`config.mk`:
```
export PLATFORM = sky130hd
export DESIGN_NAME = ds3_tx_framer_overhead_error_insert
export DESIGN_NICKNAME = d
export VERILOG_FILES = /design/src/ds3_tx_pkg.sv /design/src/ds3_tx_framer_overhead_error_insert.sv
export SDC_FILE = /design/constraint.sdc
export NUM_CORES = 1
export LEC_CHECK = 0
export BUFFER_PORTS_ARGS = -buffer_cell sky130_fd_sc_hd__buf_2
export CORE_UTILIZATION = 53
export DETAILED_ROUTE_END_ITERATION = 8
export GPL_TIMING_DRIVEN = 0
export PLACE_DENSITY = 0.78
export SLEW_MARGIN = 20
export SYNTH_ARGS = -nofsm -noshare
export SYNTH_HDL_FRONTEND = slang
export SYNTH_SLANG_ARGS = --single-unit
```
`constraint.sdc`:
```
create_clock -name clk -period 2.2 [get_ports clk]
set_input_delay 0.11 -clock clk [delete_from_list [all_inputs] [get_ports clk]]
set_output_delay 0.11 -clock clk [all_outputs]
set_load 0.01 [all_outputs]
```
`src/ds3_tx_pkg.sv`:
```
// constants, stream carriers and state type of the ds3 transmit overhead block
package ds3_tx_pkg;

  localparam int ADDR_W = 9;
  localparam int DATA_W = 16;

  // register offsets
  localparam logic [ADDR_W-1:0] TX_FRAME_CONTROL_OFS = 9'h118;
  localparam logic [ADDR_W-1:0] TX_ERROR_INSERTION_OFS = 9'h11a;
  localparam logic [ADDR_W-1:0] RESERVED_A_OFS = 9'h11c;
  localparam logic [ADDR_W-1:0] RESERVED_B_OFS = 9'h11e;
  localparam logic [ADDR_W-1:0] TX_STATUS_OFS = 9'h1fe;

  // reset values and writable masks
  localparam logic [DATA_W-1:0] TX_FRAME_CONTROL_RST = 16'h0000;
  localparam logic [DATA_W-1:0] TX_ERROR_INSERTION_RST = 16'h0000;
  localparam logic [DATA_W-1:0] TX_FRAME_CONTROL_MASK = 16'h1c3f;
  localparam logic [DATA_W-1:0] TX_ERROR_INSERTION_MASK = 16'h0f7f;

  // tx_frame_control fields
  localparam int PARITY_GEN_ENABLE_BIT = 12;
  localparam int TX_IDLE_INSERT_BIT = 11;
  localparam int CBIT_GEN_DISABLE_BIT = 10;
  localparam int FORCED_BLOCK_ERROR_BIT = 5;
  localparam int AUTO_BLOCK_ERROR_DEFEAT_BIT = 4;
  localparam int FORCED_REMOTE_DEFECT_BIT = 3;
  localparam int AUTO_REMOTE_DEFECT_DEFEAT_BIT = 2;
  localparam int FRAME_GEN_DISABLE_BIT = 1;
  localparam int TX_ALARM_SIGNAL_INSERT_BIT = 0;

  // tx_error_insertion fields
  localparam int CPAR_ERR_CONTINUOUS_BIT = 11;
  localparam int CPAR_ERR_ENABLE_BIT = 10;
  localparam int BLOCK_ERR_CONTINUOUS_BIT = 9;
  localparam int BLOCK_ERR_ENABLE_BIT = 8;
  localparam int PPAR_ERR_CONTINUOUS_BIT = 6;
  localparam int PPAR_ERR_ENABLE_BIT = 5;
  localparam int FRAMING_ERR_TYPE_LSB = 3;
  localparam int FRAMING_ERR_ENABLE_BIT = 2;
  localparam int SINGLE_ERROR_TRIGGER_BIT = 1;
  localparam int MANUAL_SOURCE_SELECT_BIT = 0;

  // payload patterns, sent msb first
  localparam logic [3:0] AIS_PATTERN = 4'ha;
  localparam logic [3:0] IDLE_PATTERN = 4'hc;
  localparam logic [2:0] SEF_SUBFRAME = 3'h0;

  typedef enum logic [3:0] {
    POS_PAYLOAD = 4'h0,
    POS_X = 4'h1,
    POS_P = 4'h2,
    POS_M = 4'h3,
    POS_F = 4'h4,
    POS_C_AIC = 4'h5,
    POS_C_PARITY = 4'h6,
    POS_C_BLOCK = 4'h7,
    POS_C_OTHER = 4'h8
  } bit_pos_e;

  typedef enum logic [1:0] {
    FR_F_BIT = 2'h0,
    FR_M_BIT = 2'h1,
    FR_SEF = 2'h2,
    FR_OOMF = 2'h3
  } framing_err_e;

  typedef struct packed {
    logic valid;
    logic data;
    bit_pos_e pos;
    logic mfStart;
    logic [2:0] subframe;
    logic genBit;
  } ds3_bit_s;

  typedef struct packed {
    logic [DATA_W-1:0] ctl;
    logic [DATA_W-1:0] eir;
    logic [DATA_W-1:0] rdata;
    logic syncA;
    logic syncB;
    logic extPrev;
    logic bitTrigPrev;
    logic pendP;
    logic pendC;
    logic pendB;
    logic pendFr;
    logic actP;
    logic actC;
    logic actB;
    logic actFr;
    framing_err_e frType;
    logic frDone;
    logic parAcc;
    logic parLast;
    logic febeAcc;
    logic febeLast;
    logic [1:0] patCnt;
    ds3_bit_s out;
  } tx_state_s;

endpackage : ds3_tx_pkg

```
`src/ds3_tx_framer_overhead_error_insert.sv`:
```
// ds3 transmit overhead generation, alarm/idle insertion and error insertion
// Contract
// - parity generation overwrites p-bits, even with framing disabled
// - idle bit inserts idle payload pattern
// - m23, c-gen enabled: c-bits forced zero
// - m23, c-gen disabled: c-bits pass through
// - block-error defeat: c4x carry inverted forced bit
// - auto block error from receive parity/framing errors
// - defect defeat: x-bits carry inverted forced bit
// - auto remote defect from receive alarms
// - frame gen disabled: overhead passes through
// - alarm bit inserts ais payload pattern
// - c-parity errors: enable gates, continuous or single
// - block errors: enable gates, continuous or single
// - p-parity errors: enable gates, continuous or single
// - type field picks f, m, sef, oomf
// - framing errors only while enable set
// - single-error bit rising edge inserts one error
// - many toggles per opportunity give one error
// - source select picks external trigger input
//
// The implementer's own choice: the address-and-strobe port.
`timescale 1ns/100ps
module ds3_tx_framer_overhead_error_insert (
  input wire logic clk,
  input wire logic rst_n,
  input wire logic [ds3_tx_pkg::ADDR_W-1:0] regAddr,
  input wire logic [ds3_tx_pkg::DATA_W-1:0] regWdata,
  input wire logic regWr,
  input wire logic regRd,
  output logic [ds3_tx_pkg::DATA_W-1:0] regRdata,
  input wire logic cbitMode,
  input wire logic rxParityErr,
  input wire logic rxFramingErr,
  input wire logic rxAlarm,
  input wire logic extErrorTriggerIn,
  input wire ds3_tx_pkg::ds3_bit_s inStream,
  output ds3_tx_pkg::ds3_bit_s outStream
);
  import ds3_tx_pkg::*;

  tx_state_s q;
  tx_state_s s;

  logic parityGenEnable;
  logic txIdleInsert;
  logic cbitGenDisable;
  logic forcedBlockError;
  logic autoBlockErrorDefeat;
  logic forcedRemoteDefect;
  logic autoRemoteDefectDefeat;
  logic frameGenDisable;
  logic txAlarmSignalInsert;
  logic cparErrContinuous;
  logic cparErrEnable;
  logic blockErrContinuous;
  logic blockErrEnable;
  logic pparErrContinuous;
  logic pparErrEnable;
  logic framingErrEnable;
  logic manualSourceSelect;
  logic genOn;
  logic mf;
  logic trig;
  logic extRise;
  logic bitTrigRise;
  logic aisBit;
  logic idleBit;
  logic febeBit;
  logic rdiBit;
  logic [DATA_W-1:0] status;

  // pending single error: waits for the next multiframe opportunity
  function automatic logic nextPend(input logic pend, input logic en,
                                    input logic cont, input logic tr,
                                    input logic mfs);
    return en & ((pend & ~mfs) | (tr & ~cont & ~mfs));
  endfunction : nextPend

  // active error: armed for one whole multiframe at its start
  function automatic logic nextAct(input logic act, input logic pend,
                                   input logic en, input logic cont,
                                   input logic tr, input logic mfs);
    return mfs ? (en & (pend | tr | cont)) : (act & en);
  endfunction : nextAct

  assign parityGenEnable = q.ctl[PARITY_GEN_ENABLE_BIT];
  assign txIdleInsert = q.ctl[TX_IDLE_INSERT_BIT];
  assign cbitGenDisable = q.ctl[CBIT_GEN_DISABLE_BIT];
  assign forcedBlockError = q.ctl[FORCED_BLOCK_ERROR_BIT];
  assign autoBlockErrorDefeat = q.ctl[AUTO_BLOCK_ERROR_DEFEAT_BIT];
  assign forcedRemoteDefect = q.ctl[FORCED_REMOTE_DEFECT_BIT];
  assign autoRemoteDefectDefeat = q.ctl[AUTO_REMOTE_DEFECT_DEFEAT_BIT];
  assign frameGenDisable = q.ctl[FRAME_GEN_DISABLE_BIT];
  assign txAlarmSignalInsert = q.ctl[TX_ALARM_SIGNAL_INSERT_BIT];
  assign cparErrContinuous = q.eir[CPAR_ERR_CONTINUOUS_BIT];
  assign cparErrEnable = q.eir[CPAR_ERR_ENABLE_BIT];
  assign blockErrContinuous = q.eir[BLOCK_ERR_CONTINUOUS_BIT];
  assign blockErrEnable = q.eir[BLOCK_ERR_ENABLE_BIT];
  assign pparErrContinuous = q.eir[PPAR_ERR_CONTINUOUS_BIT];
  assign pparErrEnable = q.eir[PPAR_ERR_ENABLE_BIT];
  assign framingErrEnable = q.eir[FRAMING_ERR_ENABLE_BIT];
  assign manualSourceSelect = q.eir[MANUAL_SOURCE_SELECT_BIT];

  assign genOn = ~frameGenDisable;
  assign mf = inStream.valid & inStream.mfStart;
  assign extRise = q.syncB & ~q.extPrev;
  assign bitTrigRise = q.eir[SINGLE_ERROR_TRIGGER_BIT] & ~q.bitTrigPrev;
  // both edge detectors run all the time, so switching the source while a trigger is high fakes no edge
  assign trig = manualSourceSelect ? extRise : bitTrigRise;
  assign aisBit = AIS_PATTERN[2'd3 - q.patCnt];
  assign idleBit = IDLE_PATTERN[2'd3 - q.patCnt];
  // zero on the line means error or alarm, hence the inversions
  assign febeBit = autoBlockErrorDefeat ? ~forcedBlockError
                                        : ~q.febeLast;
  assign rdiBit = autoRemoteDefectDefeat ? ~forcedRemoteDefect
                                         : ~rxAlarm;
  assign status = {6'h00, q.febeLast, ~rdiBit, q.actFr, q.actB, q.actC,
                   q.actP, q.pendFr, q.pendB, q.pendC, q.pendP};

  always_comb begin
    logic d;
    logic [DATA_W-1:0] rd;
    d = inStream.data;
    rd = 16'h0000;
    s = q;

    // register port: if-chain decode, reserved and unmapped read zero
    if (regAddr == TX_FRAME_CONTROL_OFS) begin
      rd = q.ctl;
    end else if (regAddr == TX_ERROR_INSERTION_OFS) begin
      rd = q.eir;
    end else if (regAddr == TX_STATUS_OFS) begin
      rd = status;
    end
    s.rdata = regRd ? rd : 16'h0000;
    if (regWr) begin
      if (regAddr == TX_FRAME_CONTROL_OFS) begin
        s.ctl = regWdata & TX_FRAME_CONTROL_MASK;
      end else if (regAddr == TX_ERROR_INSERTION_OFS) begin
        s.eir = regWdata & TX_ERROR_INSERTION_MASK;
      end
    end

    // trigger sources
    s.syncA = extErrorTriggerIn;
    s.syncB = q.syncA;
    s.extPrev = q.syncB;
    s.bitTrigPrev = q.eir[SINGLE_ERROR_TRIGGER_BIT];

    // a trigger pends until the next multiframe, so repeats merge
    s.pendP = nextPend(q.pendP, pparErrEnable, pparErrContinuous,
                       trig, mf);
    s.pendC = nextPend(q.pendC, cparErrEnable, cparErrContinuous,
                       trig, mf);
    s.pendB = nextPend(q.pendB, blockErrEnable, blockErrContinuous,
                       trig, mf);
    s.pendFr = nextPend(q.pendFr, framingErrEnable, 1'b0,
                        trig, mf);
    s.actP = nextAct(q.actP, q.pendP, pparErrEnable, pparErrContinuous,
                     trig, mf);
    s.actC = nextAct(q.actC, q.pendC, cparErrEnable, cparErrContinuous,
                     trig, mf);
    s.actB = nextAct(q.actB, q.pendB, blockErrEnable, blockErrContinuous,
                     trig, mf);
    s.actFr = nextAct(q.actFr, q.pendFr, framingErrEnable, 1'b0,
                      trig, mf);

    // receive error summary for the block error bits of next multiframe
    s.febeAcc = q.febeAcc | rxParityErr | rxFramingErr;
    if (mf) begin
      s.frType = framing_err_e'(q.eir[FRAMING_ERR_TYPE_LSB +: 2]);
      s.frDone = 1'b0;
      s.parLast = q.parAcc;
      s.parAcc = 1'b0;
      s.febeLast = s.febeAcc;
      s.febeAcc = 1'b0;
    end

    if (inStream.valid) begin
      case (inStream.pos)
        POS_PAYLOAD: begin
          if (txAlarmSignalInsert) begin
            d = aisBit;
          end else if (txIdleInsert) begin
            d = idleBit;
          end
          s.patCnt = q.patCnt + 2'd1;
          s.parAcc = q.parAcc ^ d;
        end
        POS_X: begin
          if (genOn) begin
            d = rdiBit;
          end
        end
        POS_P: begin
          if (genOn || parityGenEnable) begin
            d = q.parLast;
          end
          if (q.actP) begin
            d = ~d;
          end
        end
        POS_F: begin
          if (genOn) begin
            d = inStream.genBit;
          end
          if (q.actFr && q.frType == FR_F_BIT && !q.frDone) begin
            d = ~d;
            s.frDone = 1'b1;
          end else if (q.actFr && q.frType == FR_SEF &&
                       inStream.subframe == SEF_SUBFRAME) begin
            d = ~d;
          end
        end
        POS_M: begin
          if (genOn) begin
            d = inStream.genBit;
          end
          if (q.actFr && q.frType == FR_M_BIT && !q.frDone) begin
            d = ~d;
            s.frDone = 1'b1;
          end else if (q.actFr && q.frType == FR_OOMF) begin
            d = ~d;
          end
        end
        default: begin
          // c-bit positions
          if (!cbitMode) begin
            if (genOn && !cbitGenDisable) begin
              d = 1'b0;
            end
          end else if (genOn) begin
            if (inStream.pos == POS_C_AIC) begin
              d = 1'b1;
            end else if (inStream.pos == POS_C_PARITY) begin
              d = q.parLast;
            end else if (inStream.pos == POS_C_BLOCK) begin
              d = febeBit;
            end
          end
          if (cbitMode && q.actC && inStream.pos == POS_C_PARITY) begin
            d = ~d;
          end
          if (cbitMode && q.actB && inStream.pos == POS_C_BLOCK) begin
            d = ~d;
          end
        end
      endcase
    end
    s.out = inStream;
    s.out.data = d;
  end

  always_ff @(posedge clk or negedge rst_n) begin
    if (!rst_n) begin
      q <= '0;
      q.ctl <= TX_FRAME_CONTROL_RST;
      q.eir <= TX_ERROR_INSERTION_RST;
    end else begin
      q <= s;
    end
  end

  assign regRdata = q.rdata;
  assign outStream = q.out;
endmodule : ds3_tx_framer_overhead_error_insert

```
==> metrics.txt, run 1 <==
DRC=0; gr ovfl total=0; worst-skew pair later-pin latency=340 ps; post-synthesis mux area share=10.2%; router iterations before antenna repair=4; Final Net Count=394; PortBufs=64; Logic pwr share=9.1%; Net Sw Power=0.000584 W; layout cells sized above 1=40.4%; largest net degree at the start of global routing=66; Die Wd=77.2 um; maximum root-to-sink buffer count=2; Worst Path Required=approximately 2400 ps; worst hold path class=in -> reg; dominant synthesized flop cell=dfrtp_1; VDD IR max=480 uV; GRT Util Overall=23.5%; Pwr Density=683 nW/um^2; setup TNS=0 ps; Routed WL=6380 um; max FFs per register=26; CP max-delay cell=dlygate4sd3_1; post-synth cell types=48; chip height=77.2 um; RSZ-0062 raised after global routing=false; Via density=between 5 and 6; FP Rows=27; hpwl dp=4340 um; Core Box Area=5470 sq um; max_slew headroom=48.2%; number of synthesized flops with an enable pin=0; Worst Path Max Fanout=9; post-synth top area share=between 50% and 60%; P&R area growth vs syn=25.3%; Biggest register=q; clk sink count=65; routed via count=roughly 2200; fin crit share=79.6%; Leak=1.94 nW; initial antenna violation count=0; vias in the first global route=about 2300; PnR worst setup slack=449 ps; first-pass GRT wire length=10600 um; CP Launch Type=input pin; Reg power frac=50.0%; status=complete, no violations; Hold Violations, Final=0; Seq/Total Area, Yosys=between 50% and 60%; area of the mapped netlist=approximately 3000 sq um; Inserted Clock Buffers=9; Syn Area/Cell=11.6 sq um; Avg WL per Cell=15.0 um; final max-slew violation count=0; Final GP Congestion=between 0.8 and 0.9; synth top area cells=dfrtp_1, mux2_2, buf_4, a22oi_1, nand2_1; number of DRC markers in iteration 0=117; post-synthesis compound-gate area fraction=12.7%; CP Class=in -> reg; top post-synthesis cells by count=dfrtp_1, buf_4, mux2_2; Sw Ratio=22.8%; most frequent cell after synthesis=dfrtp_1; post-CTS setup buffers=0; H-Tree Depth=3; clk slew on worst S/H paths=around 70 ps; Ports=between 70 and 80; flops & latches, synth=65; Fmax=571 MHz; clock power share=40.8%; pre-CTS WS=584 ps; hold buffers post-CTS=13; Yosys top cell by area=dfrtp_1; combinational family with the most area after synthesis=simple AND/OR/NAND/NOR gates; antenna diode count=0; synth warn=0; Max Cap Viol=0; WP data arrival=1990 ps; simple-gate share of the synthesized area=13.3%; Most Frequent Cell on Critical Path=buf_2; TritonCTS clock tree=built; slowest stage delay, CP=roughly 540 ps; Worst Setup End Kind=register; Final Skew=3.90 ps; Synth Area in Adders=0%; Worst-Margin Slew=776 ps; Cells after Synth=259; Pint=0.00198 W; CTS root buffer=clkbuf_8; Starting Density=54.7%; Synth Area in XOR/XNOR=0.878%; min Tclk post-route=1750 ps; ys async rst share=100%; CP Cell Sequence=dlygate4sd3_1 -> buf_2 -> buf_2 -> or2_2 -> a32oi_1 -> o22ai_1 -> mux2i_1 -> o32ai_1; Routed Antenna Nets=0; count of final setup violators=0; post-CTS resize count=0; Die ar.=approximately 6000 sq um
kinds of logic after synthesis:
group	Yosys count
compound gates	54
xor+xnor	3
buf+inv	38
flops	65
mux	27
other cells	1
simple gates	71
metrics by stage:
stage	hold WS, ps	util, %	total power (W)	instance area [sq um]	cells
finish	4.59	68.6	0.00256	3750	426
global route	8.51	68.6	0.00265	3750	426
CTS	2.18	68.6	0.00258	3750	426
detailed placement	220	62.4	0.00152	3410	397
global placement	219	62.3	0.00151	3410	397
floorplan	-186	-	0.00141	3000	261
cell type report:
class,count,area [sq um]
fill,420,1720
sequential,65,1630
multi-input combinational,158,1120
timing repair buffer,77,453
buffer,33,236
clock buffer,14,173
tap,72,90.1
clock inverter,2,35.0
inverter,5,18.8
critical path, delay by kind of cell:
kind	cells	cell delay (ps)
and+or+nand+nor	1	340
buffers and inverters	3	830
muxes	1	140
AOI/OAI and AO/OA	3	560
power by group through the flow:
stage / combinational (W) / sequential (W) / clock [W]
floorplan: 0.000117 / 0.00129 / 0
global placement: 0.000211 / 0.00130 / 0
detailed placement: 0.000216 / 0.00130 / 0
CTS: 0.000235 / 0.00128 / 0.00106
global route: 0.000261 / 0.00129 / 0.00110
finish: 0.000234 / 0.00128 / 0.00105
routing by layer:
metal / global-route usage (%) / up-vias / share of wire [%]
met1: 29.6 / 1084 / 45
met4: 11.5 / 0 / 2.6
met5: 0 / - / 0
met3: 3.69 / 16 / 4.5
li1: - / 1068 / -
met2: 39.5 / 77 / 48
cell usage in the layout (no fill, tap or decap), drive strengths merged, types with 4 or more instances in the layout:
master        n
a21boi        7
a21oi         7
a22oi        11
buf          95
clkbuf       16
dfrtp        65
dlygate4sd3  13
inv           5
mux2         24
nand2        23
nand2b        4
nand3b        4
nor2         14
nor2b         7
nor3          6
o211a         4
o21ai        12
final timing paths:
| path | start | endpoint | slack [ps] | cells after the start |
|---|---|---|---|---|
| max | inStream[5] | outStream[9]$_DFF_PN0_ | 450 | 8 |
| min | regWdata[9] | blockErrContinuous$_DFFE_PN0P_ | 5 | 2 |
| max reg2reg | frameGenDisable$_DFFE_PN0P_ | outStream[9]$_DFF_PN0_ | 550 | 6 |
| min reg2reg | q[31]$_DFF_PN0_ | q[30]$_DFF_PN0_ | 350 | 0 |
| max in group asynchronous | rst_n | regRdata[11]$_DFF_PN0_ | 1300 | 2 |
| min in group asynchronous | rst_n | outStream[2]$_DFF_PN0_ | 390 | 2 |
Power figures use the tool's default switching activity.
==> inputs of run 2 (changes only) <==
--- a/config.mk
+++ b/config.mk
@@ -5,11 +5,12 @@
 export SDC_FILE = /design/constraint.sdc
 export NUM_CORES = 1
 export LEC_CHECK = 0
+export ABC_AREA = 1
 export BUFFER_PORTS_ARGS = -buffer_cell sky130_fd_sc_hd__buf_2
-export CORE_UTILIZATION = 53
+export CORE_UTILIZATION = 49
 export DETAILED_ROUTE_END_ITERATION = 8
 export GPL_TIMING_DRIVEN = 0
-export PLACE_DENSITY = 0.78
+export PLACE_DENSITY = 0.75
 export SLEW_MARGIN = 20
 export SYNTH_ARGS = -nofsm -noshare
 export SYNTH_HDL_FRONTEND = slang
==> constraint.sdc (replaced) <==
create_clock -name clk -period 1.6 [get_ports clk]
set_input_delay 0.08 -clock clk [delete_from_list [all_inputs] [get_ports clk]]
set_output_delay 0.08 -clock clk [all_outputs]
set_load 0.01 [all_outputs]
==> metrics.txt, run 2 <==
Inserted Clock Buffers=9; Pwr Density=just over 800 nW/um^2; Routed Antenna Nets=0; violated checks=negative hold slack; largest net degree at the start of global routing=66; number of synthesized flops with an enable pin=0; fin crit share=just under 90%; Die ar.=6830 sq um; max_slew headroom=47.2%; total power=0.00329 W; H-Tree Depth=3; worst-skew pair later-pin latency=350 ps; min-delay src=rxParityErr; WP data arrival=roughly 1700 ps; Seq/Total Area, Yosys=51.1%; Leak=approximately 2.2 nW; Fin Hold WS=-4.49 ps; top post-synthesis cells by count=nand2_1, dfrtp_1, inv_1; worst hold path class=in -> reg; Cells after Synth=~380; Syn Area/Cell=8.45 sq um; setup TNS=0 ps; commonest non-fill, non-tap cell in the layout=nand2_1; slowest stage delay, CP=530 ps; GRT Util Overall=a little under a quarter; number of DRC markers in iteration 0=192; Top Layer Used=met4; P&R area growth vs syn=25.0%; Via density=4.88; layout cells sized above 1=between 20% and 30%; FP Rows=29; RSZ-0062 raised after global routing=false; maximum root-to-sink buffer count=2; Final Skew=9.71 ps; most frequent cell after synthesis=nand2_1; hpwl dp=5040 um; gr ovfl total=0; initial antenna violation count=0; antenna diode count=0; router iterations before antenna repair=4; area of the mapped netlist=3180 sq um; post-synth top area share=51.1%; TritonCTS clock tree=built; final max-slew violation count=0; VDD IR max=between 500 and 600 uV; post-route met1 wirelength=3020 um; max FFs per register=26; Yosys top cell by area=dfrtp_1; critical path buffer and inverter count=4; Fmax=~700 MHz; met3 WL=439 um; chip height=82.6 um; status=complete, but fails checks; first-pass GRT wire length=11400 um; Layout Cells excl Fill=roughly 560; post-synth cell types=40; final instance area=between 3000 and 4000 sq um; min Tclk post-route=1400 ps; CP Cell Sequence=dlygate4sd3_1 -> buf_2 -> nand2_1 -> clkbuf_1 -> nand3_1 -> inv_1; dominant synthesized flop cell=dfrtp_1; CP Class=in -> reg; Max Cap Viol=0; ys async rst share=100%; Core Box Area=6310 sq um; routed via count=2711; synth top area cells=dfrtp_1, nand2_1, inv_1, buf_4, o21ai_0; clk slew on worst S/H paths=60 ps; synth warn=0; Biggest register=q; Ports=72; Routed WL=just under 7000 um; Avg WL per Cell=12.4 um; PortBufs=63; Hold Violations, Final=2; Critical R2R Launch=frameGenDisable$_DFFE_PN0P_; CTS root buffer=clkbuf_8; flops & latches, synth=65; Worst-Margin Slew=about 790 ps; Worst Path Required=1880 ps; Post-DP Area=3610 sq um; clk sink count=65; commonest non-fill, non-tap cells in the layout=nand2_1, dfrtp_1, buf_2; critical path startpoint=inStream[10]; CP max-delay cell=dlygate4sd3_1; Die Wd=82.6 um; Placed Cells incl. Taps=~520; Final Net Count=518; metal2 WL=3360 um; Worst Path Max Fanout=10; count of final setup violators=0; vias in the first global route=2587; Final GP Congestion=0.891; CP Launch Type=input pin; Starting Density=about half; DRC=0; reg2reg setup slack=approximately 230 ps; Worst Setup End Kind=register; largest delay contributor family on the critical path=buffers and inverters
## run 2: final timing paths
path,to,depth (start not counted)
worst max register to register,outStream[9]$_DFF_PN0_,12
worst min register to register,q[30]$_DFF_PN0_,0
worst max-delay path,q[24]$_DFF_PN0_,6
min in group asynchronous,outStream[9]$_DFF_PN0_,2
max in group asynchronous,regRdata[2]$_DFF_PN0_,2
worst min-delay path,q[14]$_DFF_PN0_,3
## run 2: per-stage QoR
stage	setup WS [ps]	util [%]
global placement	192	57.1
floorplan	387	-
global route	9.16	63.0
CTS	125	62.9
finish	202	63.0
detailed placement	176	57.1
## run 2: worst reg2reg max path, stage by stage (launching register included)
cell and delay, ps:
dfrtp_1 320, buf_2 200, inv_1 80, nand2_1 60
nand2_1 60, inv_1 80, nand2_1 60, nand3_1 60
nand2_1 40, o21ai_0 140, nor2_1 50, nand2_1 60
nand2_1 50
## run 2: kinds of logic after synthesis
| group | synth area share (%) |
|---|---|
| DFF | 51.1 |
| muxes | 0.471 |
| buffers and inverters | 15.4 |
| other | 0.118 |
| and+or+nand+nor | 20.0 |
| xor gates and xnor gates | 0.550 |
| AOI/OAI and AO/OA | 12.4 |
## run 2: report_power, final
part           switching [W]  internal [W]  leakage, nW
logic               0.000194      0.000165         1.23
clock network       0.000609      0.000549       0.0818
registers          0.0000534       0.00172        0.852
total               0.000856       0.00243         2.16
## run 2: area by class of cell
| type | count | area [sq um] |
|---|---|---|
| repair buffers | 83 | 518 |
| flip-flops and latches | 65 | 1630 |
| clock inverters | 6 | 35.0 |
| well taps | 77 | 96.3 |
| clock buffers | 10 | 128 |
| fillers | 566 | 2330 |
| plain buffers | 34 | 254 |
| multi-input cells | 217 | 1080 |
| inverters | 63 | 238 |
## run 2: routing by layer
layer	GRT usage [%]	vias up
li1	-	1342
met1	30.1	1282
met2	37.1	79
met3	5.71	8
met4	8.45	0
met5	0	-
## run 2: timing repair
| action | CTS | global route |
|---|---|---|
| buffers inserted | 0 | 0 |
| gates resized for setup | 0 | 3 |
| endpoints found under the hold margin | 85 | 0 |
| hold buffers | 20 | 0 |
| endpoints found under the setup margin | 0 | 3 |
==> inputs of run 3 (changes only) <==
--- a/config.mk
+++ b/config.mk
@@ -7,7 +7,10 @@
 export LEC_CHECK = 0
 export ABC_AREA = 1
 export BUFFER_PORTS_ARGS = -buffer_cell sky130_fd_sc_hd__buf_2
-export CORE_UTILIZATION = 49
+export CELL_PAD_IN_SITES_DETAIL_PLACEMENT = 0
+export CELL_PAD_IN_SITES_GLOBAL_PLACEMENT = 1
+export CORE_MARGIN = 4
+export CORE_UTILIZATION = 36
 export DETAILED_ROUTE_END_ITERATION = 8
 export GPL_TIMING_DRIVEN = 0
 export PLACE_DENSITY = 0.75
==> metrics.txt, run 3 (same netlist as run 2, synthesis figures left out) <==
max FFs per register=26; Multi-input gate area=1080 sq um; Starting Density=36.7%; CTS root buffer=clkbuf_8; Core Box Area=8680 sq um; gr ovfl total=0; min Tclk post-route=1420 ps; pre-CTS WS=81.8 ps; PnR worst setup slack=around 180 ps; worst hold path class=in -> reg; CP Launch Type=input pin; Final Net Count=518; Net Sw Power=0.000886 W; status=complete, no violations; router iterations before antenna repair=4; Leak=2.20 nW; post-route met1 wirelength=3410 um; Final GP Congestion=0.868; Pwr Density=between 900 and 1000 nW/um^2; DRC=0; Biggest register=q; # fillers=887; WP data arrival=1650 ps; commonest non-fill, non-tap cell in the layout=nand2_1; RSZ-0062 raised after global routing=false; Top Layer Used=met4; initial antenna violation count=0; worst-skew pair later-pin latency=340 ps; vias in the first global route=2536; Final Skew=5.65 ps; setup TNS=0 ps; H-Tree Depth=3; Pint=0.00292 W; clock power share=44.0%; CP Class=in -> reg; post-CTS setup buffers=0; number of DRC markers in iteration 0=80; Routed WL=7240 um; Worst Path Max Fanout=4; Fmax=704 MHz; Logic pwr share=9.5%; Hold Violations, Final=0; commonest non-fill, non-tap cells in the layout=nand2_1, dfrtp_1, buf_2; fin crit share=between 80% and 90%; antenna diode count=0; TritonCTS clock tree=built; Worst Setup End Kind=register; VDD IR max=429 uV; first-pass GRT wire length=12000 um; met3 WL=410 um; final max-slew violation count=0; Fin Hold WS=10.5 ps; Ports=between 70 and 80; Die ar.=approximately 10000 sq um; metal2 WL=3270 um; Routed Antenna Nets=0; Reg power frac=46.5%; PortBufs=63; Max Cap Viol=0; count of final setup violators=0; chip height=102 um; clk slew on worst S/H paths=70 ps; Inserted Clock Buffers=9; Via density=4.46; hpwl dp=5580 um; Reg area=1630 sq um; FP Rows=34; maximum root-to-sink buffer count=2; routed via count=2613; Worst Path Required=1830 ps; layout cells sized above 1=28.0%; largest net degree at the start of global routing=35; clk sink count=65; GRT Util Overall=between 10% and 20%; Sw Ratio=23.3%; Avg WL per Cell=12.4 um; Die Wd=102 um; P&R area growth vs syn=28.8%
[run 3: changes by cell type in the layout (fill, tap and decap cells not counted), sizes merged]
cell         before  now
dlygate4sd3      20   19
bufinv            0    3
clkinv            5    3
[run 3: per-layer routing]
layer  vias up  GRT usage [%]
met4         0           6.05
li1       1343              -
met5         -              0
met3        12           2.87
met1      1188           20.8
met2        70           23.1
[run 3: layout make-up]
type	instances	share of cell area, %
flip-flops and latches	65	39.6
multi-input cells	217	26.3
clock buffers	9	3.02
repair buffers	83	12.9
inverters	63	5.79
clock inverters	7	2.90
plain buffers	34	6.19
well taps	108	3.29
[run 3: path summary, 6_finish.rpt]
check	to	depth (start not counted)	start	slack [ps]
worst max-delay path	q[16]$_DFF_PN0_	8	inStream[5]	180
worst min-delay path	q[51]$_DFFE_PN0P_	3	regWdata[3]	10
worst max register to register	q[14]$_DFF_PN0_	3	q[14]$_DFF_PN0_	210
worst min register to register	q[30]$_DFF_PN0_	0	q[31]$_DFF_PN0_	360
max in group asynchronous	q[21]$_DFF_PN0_	3	rst_n	870
min in group asynchronous	outStream[4]$_DFF_PN0_	2	rst_n	220
[run 3: power by group through the flow]
stage,clock network (W),logic [W],registers (W)
2_1_floorplan,0,0.000182,0.00178
3_3_place_gp,0,0.000318,0.00180
3_5_place_dp,0,0.000329,0.00180
4_1_cts,0.00171,0.000365,0.00177
5_1_grt,0.00179,0.000416,0.00178
6_report,0.00167,0.000360,0.00177
[run 3: stage by stage]
step                      util [%]  std cells  power (W)  area, sq um
final                         47.3        586    0.00380         4100
after detailed placement      42.2        551    0.00213         3660
after CTS                     47.2        586    0.00385         4100
after global placement        42.0        550    0.00212         3640
after floorplan                  -        379    0.00197         3190
after global routing          47.3        586    0.00398         4100
[run 3: worst max-delay path, stage by stage]
cell and delay [ps]:
dlygate4sd3_1 530, buf_2 140, nor2_1 140, inv_1 80, nor3_1 340, nand2_1 110, o21ai_0 170, inv_1 50
[run 3: timing repair]
action	CTS	global route
endpoints found under the hold margin	48	0
resized for setup	0	1
endpoints found under the setup margin	0	2
hold buffers	19	0
